$ cat src/core/range_cfg_pkg.sv
// Package: register map, field layout and reset values for the range decode block
package range_cfg_pkg;

    // Register offsets (byte addresses in configuration space)
    localparam logic [7:0]  OFF_IO_WINDOW_TWO   = 8'hA0;
    localparam logic [7:0]  OFF_INTR_UNIT_WIN   = 8'hA4;
    localparam logic [7:0]  OFF_RESET_STRAP     = 8'hB0;

    // Reset values
    localparam logic [31:0] IOW2_RESET_COMPAT   = 32'hFFF00001;
    localparam logic [31:0] IOW2_RESET_AUX      = 32'hFFF00000;
    localparam logic [31:0] IUW_RESET_COMPAT    = 32'h00FEC001;
    localparam logic [31:0] IUW_RESET_AUX       = 32'h00FEC000;
    localparam logic [15:0] STRAP_RESET         = 16'h0000;

    // Writable bit masks; reserved bits read zero
    localparam logic [31:0] IOW2_WMASK          = 32'hFFF0FFF1;
    localparam logic [31:0] IUW_WMASK           = 32'h0FFFFFF1;
    localparam logic [15:0] STRAP_WMASK_FULL    = 16'h1FE0;
    localparam logic [15:0] STRAP_WMASK_SINGLE  = 16'h1AE0;

    // Field positions
    localparam int IOW2_END_HI   = 31;
    localparam int IOW2_END_LO   = 20;
    localparam int IOW2_START_HI = 15;
    localparam int IOW2_START_LO = 4;
    localparam int IOW2_EN_BIT   = 0;
    localparam int IUW_BASE_HI   = 27;
    localparam int IUW_BASE_LO   = 12;
    localparam int IUW_LOW_HI    = 11;
    localparam int IUW_LOW_LO    = 8;
    localparam int IUW_HIGH_HI   = 7;
    localparam int IUW_HIGH_LO   = 4;
    localparam int IUW_EN_BIT    = 0;
    localparam int STRAP_HI      = 12;
    localparam int STRAP_LO      = 5;

    // Bridge variants
    typedef enum logic [1:0] {
        BRIDGE_SINGLE,
        BRIDGE_COMPAT,
        BRIDGE_AUX
    } bridge_role_t;

    // Configuration register access request
    typedef struct packed {
        logic        rd;
        logic        wr;
        logic [7:0]  addr;
        logic [3:0]  be;
        logic [31:0] wdata;
    } cfg_req_t;

    // Decode query from either bus
    typedef struct packed {
        logic        valid;
        logic        is_io;
        logic [35:0] addr;
    } dec_req_t;

endpackage : range_cfg_pkg

$ cat src/core/range_decode_cfg.sv
// Bridge range decode for I/O window two and interrupt unit window, plus reset straps
`timescale 1ns/100ps
// Functional notes
// RULE1: Window two end field in bits 31:20 compares with I/O address 15:4.
// RULE2: Window two start field in bits 15:4 compares with I/O address 15:4.
// RULE3: Enable 1 sends host I/O in range to PCI; 0 forwards PCI instead.
// RULE4: Outside windows compat bridge forwards host I/O; auxiliary forwards PCI.
// RULE5: Window two resets FFF00001h compat, FFF00000h auxiliary.
// RULE6: Software programs identical window two limits in both bridges.
// RULE7: Enabled unit window claims base+low*4K up to base+high*4K+FFFh.
// RULE8: Unit window base in bits 27:12 matches address 35:20; 31:28 read zero.
// RULE9: Lowest unit ID in bits 11:8, highest unit ID in bits 7:4.
// RULE10: Unit window enable is bit 0; resets 00FEC001h compat/single, 00FEC000h aux.
// RULE11: System places at most 16 units contiguously in a 64 KB window.
// RULE12: Software gives all bridges same base and covers whole 64 KB window.
// RULE13: Power-on reset loads strap register 00h and drives it on address lines.
// RULE14: Programmed hard reset keeps strap contents and drives them during host reset.
// RULE15: Auxiliary bridge does not implement the strap register.
// RULE16: Strap bits 12:11 cluster ID drive address lines 12:11 during reset.
// RULE17: Strap bit 10 bus-init enable drives line 10; reserved on single bridge.
// RULE18: Strap bit 9 bus-error enable drives address line 9.
// RULE19: Strap bit 8 address-parity error enable drives line 8; reserved on single.
// RULE20: Strap bit 7 selects queue depth 8 or 1, drives address line 7.
// RULE21: Strap bit 6 selects reset vector 1 MB or 4 GB, drives line 6.
// RULE22: Strap bit 5 enables redundancy check mode, drives address line 5.
// RULE23: Address inside window two when start <= A[15:4] <= end.
module range_decode_cfg
    import range_cfg_pkg::*;
#(
    parameter bridge_role_t ROLE = BRIDGE_COMPAT
) (
    // Clock and power-on reset
    input  wire logic         clk_i,
    input  wire logic         reset_i,
    // Programmed hard reset in progress (host reset asserted by bridge)
    input  wire logic         hard_reset_i,
    // Configuration register access
    input  wire cfg_req_t     cfg_i,
    output logic [31:0]       cfg_rdata_o,
    output logic              cfg_ack_o,
    // Host bus decode query and answer
    input  wire dec_req_t     host_i,
    output logic              host_to_pci_o,
    output logic              host_done_o,
    // PCI bus decode query and answer
    input  wire dec_req_t     pci_i,
    output logic              pci_to_host_o,
    output logic              pci_done_o,
    // Strap values onto host address lines 12:5 during host reset
    output logic [12:5]       strap_addr_o,
    output logic [12:5]       strap_addr_oe_o
);

    localparam logic IS_AUX   = (ROLE == BRIDGE_AUX);
    localparam logic HAS_STRAP = !IS_AUX;
    localparam logic [15:0] STRAP_WMASK =
        (ROLE == BRIDGE_SINGLE) ? STRAP_WMASK_SINGLE : STRAP_WMASK_FULL;
    localparam logic [31:0] IOW2_RESET = IS_AUX ? IOW2_RESET_AUX : IOW2_RESET_COMPAT;
    localparam logic [31:0] IUW_RESET  = IS_AUX ? IUW_RESET_AUX  : IUW_RESET_COMPAT;

    logic [31:0] io_window_two;
    logic [31:0] interrupt_unit_window;
    logic [15:0] reset_strap_values;
    logic [31:0] be_mask;
    logic [31:0] next_rdata;

    // Byte-enable expansion, one lane per byte
    genvar g;
    generate
        for (g = 0; g < 4; g++) begin : g_lane
            assign be_mask[g*8 +: 8] = {8{cfg_i.be[g]}};
        end
    endgenerate

    // RULE5: window two reset per role
    always_ff @(posedge clk_i or posedge reset_i) begin
        if (reset_i) begin
            io_window_two <= IOW2_RESET;
        end else if (cfg_i.wr && cfg_i.addr == OFF_IO_WINDOW_TWO) begin
            io_window_two <= (io_window_two & ~(be_mask & IOW2_WMASK))
                           | (cfg_i.wdata & be_mask & IOW2_WMASK);
        end
    end

    // RULE10: unit window reset per role; RULE8 reserved top nibble kept zero
    always_ff @(posedge clk_i or posedge reset_i) begin
        if (reset_i) begin
            interrupt_unit_window <= IUW_RESET;
        end else if (cfg_i.wr && cfg_i.addr == OFF_INTR_UNIT_WIN) begin
            interrupt_unit_window <= (interrupt_unit_window & ~(be_mask & IUW_WMASK))
                                   | (cfg_i.wdata & be_mask & IUW_WMASK);
        end
    end

    // RULE13: power-on reset loads default; RULE14 hard reset does not touch it
    // RULE15: absent on auxiliary bridge, stays zero
    always_ff @(posedge clk_i or posedge reset_i) begin
        if (reset_i) begin
            reset_strap_values <= STRAP_RESET;
        end else if (HAS_STRAP && cfg_i.wr && cfg_i.addr == OFF_RESET_STRAP) begin
            reset_strap_values <= (reset_strap_values & ~(be_mask[15:0] & STRAP_WMASK))
                                | (cfg_i.wdata[15:0] & be_mask[15:0] & STRAP_WMASK);
        end
    end

    // Read mux; unmapped offsets and absent register read zero
    always_comb begin
        next_rdata = 32'h00000000;
        case (cfg_i.addr)
            OFF_IO_WINDOW_TWO: next_rdata = io_window_two;
            OFF_INTR_UNIT_WIN: next_rdata = interrupt_unit_window;
            OFF_RESET_STRAP:   next_rdata = {16'h0000, reset_strap_values};
            default:           next_rdata = 32'h00000000;
        endcase
    end

    // Read data and acknowledge registered, one cycle after request
    always_ff @(posedge clk_i or posedge reset_i) begin
        if (reset_i) begin
            cfg_rdata_o <= 32'h00000000;
            cfg_ack_o   <= 1'b0;
        end else begin
            cfg_rdata_o <= cfg_i.rd ? next_rdata : 32'h00000000;
            cfg_ack_o   <= cfg_i.rd | cfg_i.wr;
        end
    end

    // Window two compare on both buses
    logic host_in_iow2;
    logic pci_in_iow2;

    // RULE1: end field against A[15:4]; RULE2 start field; RULE23 inclusive
    window_match #(.W(12)) u_host_iow2 (
        .value_i  (host_i.addr[15:4]),
        .low_i    (io_window_two[IOW2_START_HI:IOW2_START_LO]),
        .high_i   (io_window_two[IOW2_END_HI:IOW2_END_LO]),
        .inside_o (host_in_iow2)
    );

    window_match #(.W(12)) u_pci_iow2 (
        .value_i  (pci_i.addr[15:4]),
        .low_i    (io_window_two[IOW2_START_HI:IOW2_START_LO]),
        .high_i   (io_window_two[IOW2_END_HI:IOW2_END_LO]),
        .inside_o (pci_in_iow2)
    );

    // Interrupt unit window: base at 1 MB, 4 KB blocks by unit ID
    logic [3:0] unit_low;
    logic [3:0] unit_high;
    logic       host_in_iuw;
    logic       pci_in_iuw;

    assign unit_low  = interrupt_unit_window[IUW_LOW_HI:IUW_LOW_LO];
    assign unit_high = interrupt_unit_window[IUW_HIGH_HI:IUW_HIGH_LO];

    // RULE8: base field matches A[35:20]; upper nibble of offset in 64 KB window
    // RULE9: ID fields bound the block index
    // RULE7: claim blocks low through high, each covering xxx000h-xxxFFFh
    function automatic logic in_unit_window(input logic [35:0] a,
                                            input logic [31:0] r,
                                            input logic [3:0]  lo,
                                            input logic [3:0]  hi);
        logic base_hit;
        base_hit = (a[35:20] == r[IUW_BASE_HI:IUW_BASE_LO]) && (a[19:16] == 4'h0);
        return r[IUW_EN_BIT] && base_hit && (a[15:12] >= lo) && (a[15:12] <= hi);
    endfunction : in_unit_window

    assign host_in_iuw = in_unit_window(host_i.addr, interrupt_unit_window,
                                        unit_low, unit_high);
    assign pci_in_iuw  = in_unit_window(pci_i.addr, interrupt_unit_window,
                                        unit_low, unit_high);

    // Host side forwarding decision
    logic next_host_fwd;
    always_comb begin
        if (host_i.is_io) begin
            // RULE3: enable bit picks direction inside window two
            if (host_in_iow2) begin
                next_host_fwd = io_window_two[IOW2_EN_BIT];
            end else begin
                // RULE4: default I/O ownership by role
                next_host_fwd = !IS_AUX;
            end
        end else begin
            // RULE10: enabled unit window claimed toward PCI
            next_host_fwd = host_in_iuw;
        end
    end

    // PCI side mirrors host for I/O only: forward to host where host side ignores; memory never forwarded
    logic next_pci_fwd;
    always_comb begin
        if (pci_i.is_io) begin
            // RULE3: enable 0 forwards PCI accesses in window two
            if (pci_in_iow2) begin
                next_pci_fwd = !io_window_two[IOW2_EN_BIT];
            end else begin
                // RULE4: auxiliary forwards PCI I/O outside windows
                next_pci_fwd = IS_AUX;
            end
        end else begin
            // Memory in the unit window belongs to PCI; others left to other ranges
            next_pci_fwd = 1'b0;
        end
    end

    // Decisions registered: one cycle from query to answer
    always_ff @(posedge clk_i or posedge reset_i) begin
        if (reset_i) begin
            host_to_pci_o <= 1'b0;
            host_done_o   <= 1'b0;
        end else begin
            host_to_pci_o <= host_i.valid & next_host_fwd;
            host_done_o   <= host_i.valid;
        end
    end

    always_ff @(posedge clk_i or posedge reset_i) begin
        if (reset_i) begin
            pci_to_host_o <= 1'b0;
            pci_done_o    <= 1'b0;
        end else begin
            pci_to_host_o <= pci_i.valid & next_pci_fwd & ~pci_in_iuw;
            pci_done_o    <= pci_i.valid;
        end
    end

    // Strap drive while host reset is held; power-on reset drives the defaults
    // Hard reset arrives from the reset controller on this clock, no synchroniser
    // RULE16: cluster ID lines; RULE17 bit 10; RULE18 bit 9; RULE19 bit 8
    // RULE20: queue depth; RULE21 reset vector; RULE22 redundancy check mode
    always_ff @(posedge clk_i or posedge reset_i) begin
        if (reset_i) begin
            // RULE13: defaults driven throughout power-on reset
            strap_addr_o    <= STRAP_RESET[STRAP_HI:STRAP_LO];
            strap_addr_oe_o <= HAS_STRAP ? 8'hFF : 8'h00;
        end else begin
            // RULE14: programmed contents driven while host reset asserted
            strap_addr_o    <= reset_strap_values[STRAP_HI:STRAP_LO];
            strap_addr_oe_o <= (HAS_STRAP && hard_reset_i) ? 8'hFF : 8'h00;
        end
    end

endmodule : range_decode_cfg

$ cat src/core/window_match.sv
// Window comparator: inclusive range test of an address field
`timescale 1ns/100ps
module window_match
    import range_cfg_pkg::*;
#(
    parameter int W = 12
) (
    // Compared value and limits
    input  wire logic [W-1:0] value_i,
    input  wire logic [W-1:0] low_i,
    input  wire logic [W-1:0] high_i,
    // Result
    output logic              inside_o
);

    // Inclusive on both ends; an inverted range matches nothing
    assign inside_o = (value_i >= low_i) && (value_i <= high_i);

endmodule : window_match

$ cat config.mk
export PLATFORM = sky130hd
export DESIGN_NAME = range_decode_cfg
export DESIGN_NICKNAME = d
export VERILOG_FILES = /design/src/core/range_cfg_pkg.sv /design/src/core/range_decode_cfg.sv /design/src/core/window_match.sv
export SDC_FILE = /design/constraint.sdc
export NUM_CORES = 1
export LEC_CHECK = 0
export BUFFER_PORTS_ARGS = -buffer_cell sky130_fd_sc_hd__buf_2
export CORE_MARGIN = 4
export CORE_UTILIZATION = 45
export CTS_CLUSTER_SIZE = 40
export DETAILED_ROUTE_END_ITERATION = 7
export PLACE_DENSITY = 0.74
export REMOVE_ABC_BUFFERS = 1
export SYNTH_ARGS = -nofsm -noshare
export SYNTH_HDL_FRONTEND = slang
export SYNTH_SLANG_ARGS = --single-unit
$ cat constraint.sdc
create_clock -name clk_i -period 2.55 [get_ports clk_i]
set_input_delay 0.1275 -clock clk_i [delete_from_list [all_inputs] [get_ports clk_i]]
set_output_delay 0.1275 -clock clk_i [all_outputs]
set_load 0.1 [all_outputs]
==> results.txt <==
H-tree depth: 3
Tot Pwr: 3880 uW
Fmax: 422 MHz
CTS Root Cell: clkbuf_16
CP Class: reg2reg
Crit-path max cell delay: 0.53 ns
Placed cells: 851
Dpl hpwl: 13200 um
Yosys cell types: 47
Area post-placement: 6650 sq um
Top sig layer: met5
Crit end category: flip-flop
Vias post-DR: 4700
Register Area: 2560 sq um
Run status: completed
Xor and xnor area share after synthesis: 4.88%
FFs w/ async S/R, synth: 100%
Largest family of logic cells by synthesized area: adder cells
Initial antenna violation count: 1
Met1 wire length: 6640 um
Antenna Cells: 0
Layout cells sized above 1: 34.8%
# clock sinks: 101
Die Ht: 121 um
Fin. Hold Viols: 0
Relative slew margins: 56.9%
Pre-antenna DRT Iters: 5
CTS tree: built
Arr. time, crit path: 2.60 ns
Die Footprint: 14600 sq um
Multi-input gate area: 2860 sq um
Class of the worst hold path: in2reg
Synth Area in Compound Gates: 10.8%
Met2 routed WL: 7910 um
Post-synth EDFFs: 0
FF+latch count, synth: 101
Peak supply drop: 0.410 mV
R2R Path End: host_to_pci_o
Max Transition Viols Final: 0
Worst-path clk slew: 0.07 ns
Routability Congestion: 0.957
Gr ovfl total: 0
IO Pins: 178
Simple-Gate Fraction of Synth Area: 11.9%
Max Cap Viol: 0
Fillers: 1095
Worst reg2reg setup slack: 0.18 ns
Final Skew: 0.00870 ns
Final #Nets: 886
RSZ-0062 raised after global routing: no
Worst EP required: 2.78 ns
FP Rows: 41
Num CTS Buffers: 9
Final setup fails: 0
Largest net degree at the start of global routing: 51
Ys flop type: dfrtp_1
Length of routed met3 wiring: 1290 um
Design area: 7080 sq um
Number of gates resized after CTS: 0
Drt wl/cell: 18.8 um
Pleak: 0.00380 uW
IO Port Bufs: 163
All-Layer GR Usage: 22.6%
Placeable Area: 12600 sq um
Critical path's slowest cell: dfstp_2
Vias in the first global route: 4846
Synth warn: 0
CP cell instances: inv_1, ha_1, nor2b_1, o211ai_1, a211oi_1, a2111oi_0, nor2_1, o311a_1
PD cells: 549 nW/um^2
Initial Util: 45.7%
Cell Area, Synth: 5750 sq um
Register area share after synthesis: 44.5%
Area growth syn-to-layout: 23.2%
Crit Path Max Fanout: 3
Iter 0 DRT Violations: 315
Mux cell area share after synthesis: 8.06%
Drt via density: 5.38
Hold slack final: 0.00911 ns
Syn Inst Count: 537
Final wirelength: 16400 um
Crit share post-route: 93.0%
HP Start: cfg_i[28]
Worst Hold Path Cells: 3
Slew @ Worst Pin: 0.641 ns
Startpoint types: flip-flop
Total negative setup slack: 0 ns
Clock latency on the worst-skew pair: 0.35 ns
Crit path time final: 2.37 ns
R2R cell count: 8
Syn Area/Cell: 10.7 sq um
Remaining antenna violation count: 0
DRC viols: 0
First-pass GRT wire length: 25200 um
Die span in x: 121 um
Longest Clk Path Bufs: 2
Post-route insts no fill: 874
Adder-cell area share of the yosys netlist: 13.9%
[area by class of cell]
type	count	share of cell area [%]
multi-input combinational	372	40.5
timing repair buffer	177	13.4
clock inverter	7	1.80
inverter	36	1.94
clock buffer	9	3.18
sequential	101	36.1
tap	172	3.04
[cells in the final DEF, fill, tap and decap left out, types with 6 or more instances in the layout]
| cell | netlist | final |
|---|---|---|
| a211oi_1 | 7 | 7 |
| a21o_1 | 8 | 8 |
| a21oi_1 | 26 | 26 |
| a22oi_1 | 13 | 13 |
| and3_1 | 14 | 14 |
| buf_2 | 11 | 163 |
| buf_4 | 13 | 6 |
| clkbuf_16 | 0 | 9 |
| dfrtp_1 | 77 | 77 |
| dfstp_2 | 24 | 24 |
| dlygate4sd3_1 | 0 | 7 |
| ha_1 | 64 | 64 |
| inv_1 | 36 | 35 |
| mux2_2 | 15 | 15 |
| mux2_4 | 12 | 12 |
| mux2i_1 | 8 | 8 |
| nand2_1 | 36 | 36 |
| nand2b_1 | 6 | 6 |
| nand3_1 | 9 | 9 |
| nand4_1 | 16 | 16 |
| nor2_1 | 33 | 33 |
| o21ai_0 | 33 | 33 |
| xnor2_1 | 24 | 24 |
| xor2_1 | 8 | 8 |
[logic make-up after synthesis]
| family | Yosys count |
|---|---|
| compound gates | 100 |
| xor+xnor | 32 |
| fa+ha+maj | 64 |
| buf+inv | 66 |
| flops | 101 |
| mux | 38 |
| other cells | 1 |
| simple gates | 135 |
[cells in the mapped netlist, types with 2 or more instances]
cell type | count | area, sq um
a211o_1 | 2 | 17.5
a211oi_1 | 7 | 52.6
a21o_1 | 8 | 60.1
a21oi_1 | 26 | 130
a22oi_1 | 13 | 97.6
and3_1 | 14 | 87.6
and3_4 | 2 | 22.5
buf_2 | 11 | 55.1
buf_4 | 13 | 97.6
clkbuf_1 | 4 | 15.0
dfrtp_1 | 77 | 1930
dfstp_2 | 24 | 631
ha_1 | 64 | 801
inv_1 | 36 | 135
mux2_1 | 3 | 33.8
mux2_2 | 15 | 169
mux2_4 | 12 | 180
mux2i_1 | 8 | 80.1
nand2_1 | 36 | 135
nand2b_1 | 6 | 37.5
nand3_1 | 9 | 45.0
nand4_1 | 16 | 100
nor2_1 | 33 | 124
nor2b_1 | 4 | 25.0
nor3_1 | 6 | 30.0
nor4_1 | 3 | 18.8
o211ai_1 | 2 | 15.0
o21ai_0 | 33 | 165
o311a_1 | 2 | 20.0
xnor2_1 | 24 | 210
xor2_1 | 8 | 70.1
[what timing repair did]
item,4_1_cts,5_1_grt
endpoints found under the hold margin,21,0
setup buffers,0,0
hold buffers,7,0
[power breakdown]
| group | switching (uW) | internal (uW) | leakage (uW) |
|---|---|---|---|
| clock network | 625 | 975 | 0.000173 |
| logic | 382 | 214 | 0.00240 |
| registers | 33.2 | 1660 | 0.00123 |
| total | 1040 | 2840 | 0.00380 |
[critical path: cells and delay by family (launching register included)]
family,cells,cell delay (ns)
compound gates,4,1.13
buf+inv,1,0.07
fa+ha+maj,1,0.30
simple gates,2,0.22
flops,1,0.53
[layer usage]
layer | vias to the layer above | global-route usage, %
met5 | - | 0
met1 | 2288 | 27.2
met3 | 32 | 4.94
met4 | 2 | 10.8
li1 | 2202 | -
met2 | 176 | 38.5
[how the worst max path moves through the flow]
| stage | slack, ns | endpoint | depth (start not counted) | startpoint |
|---|---|---|---|---|
| 6_report | 0.18 | host_to_pci_o | 8 | flip-flop |
| 5_1_grt | 0.07 | host_to_pci_o | 8 | flip-flop |
| 4_1_cts | 0.17 | host_to_pci_o | 8 | flip-flop |
| 3_5_place_dp | 0.20 | host_to_pci_o | 8 | flip-flop |
| 3_3_place_gp | 0.28 | host_to_pci_o | 8 | flip-flop |
| 2_1_floorplan | -0.73 | strap_addr_oe_o[10] | 0 | strap_addr_oe_o[11] |
[metrics by stage]
step | util (%) | setup slack (ns)
4_1_cts | 56.3 | 0.170
5_1_grt | 56.3 | 0.0711
2_1_floorplan | - | -0.726
3_3_place_gp | 52.9 | 0.277
3_5_place_dp | 52.9 | 0.197
6_report | 56.3 | 0.178
(Power assumes the default switching activity.)
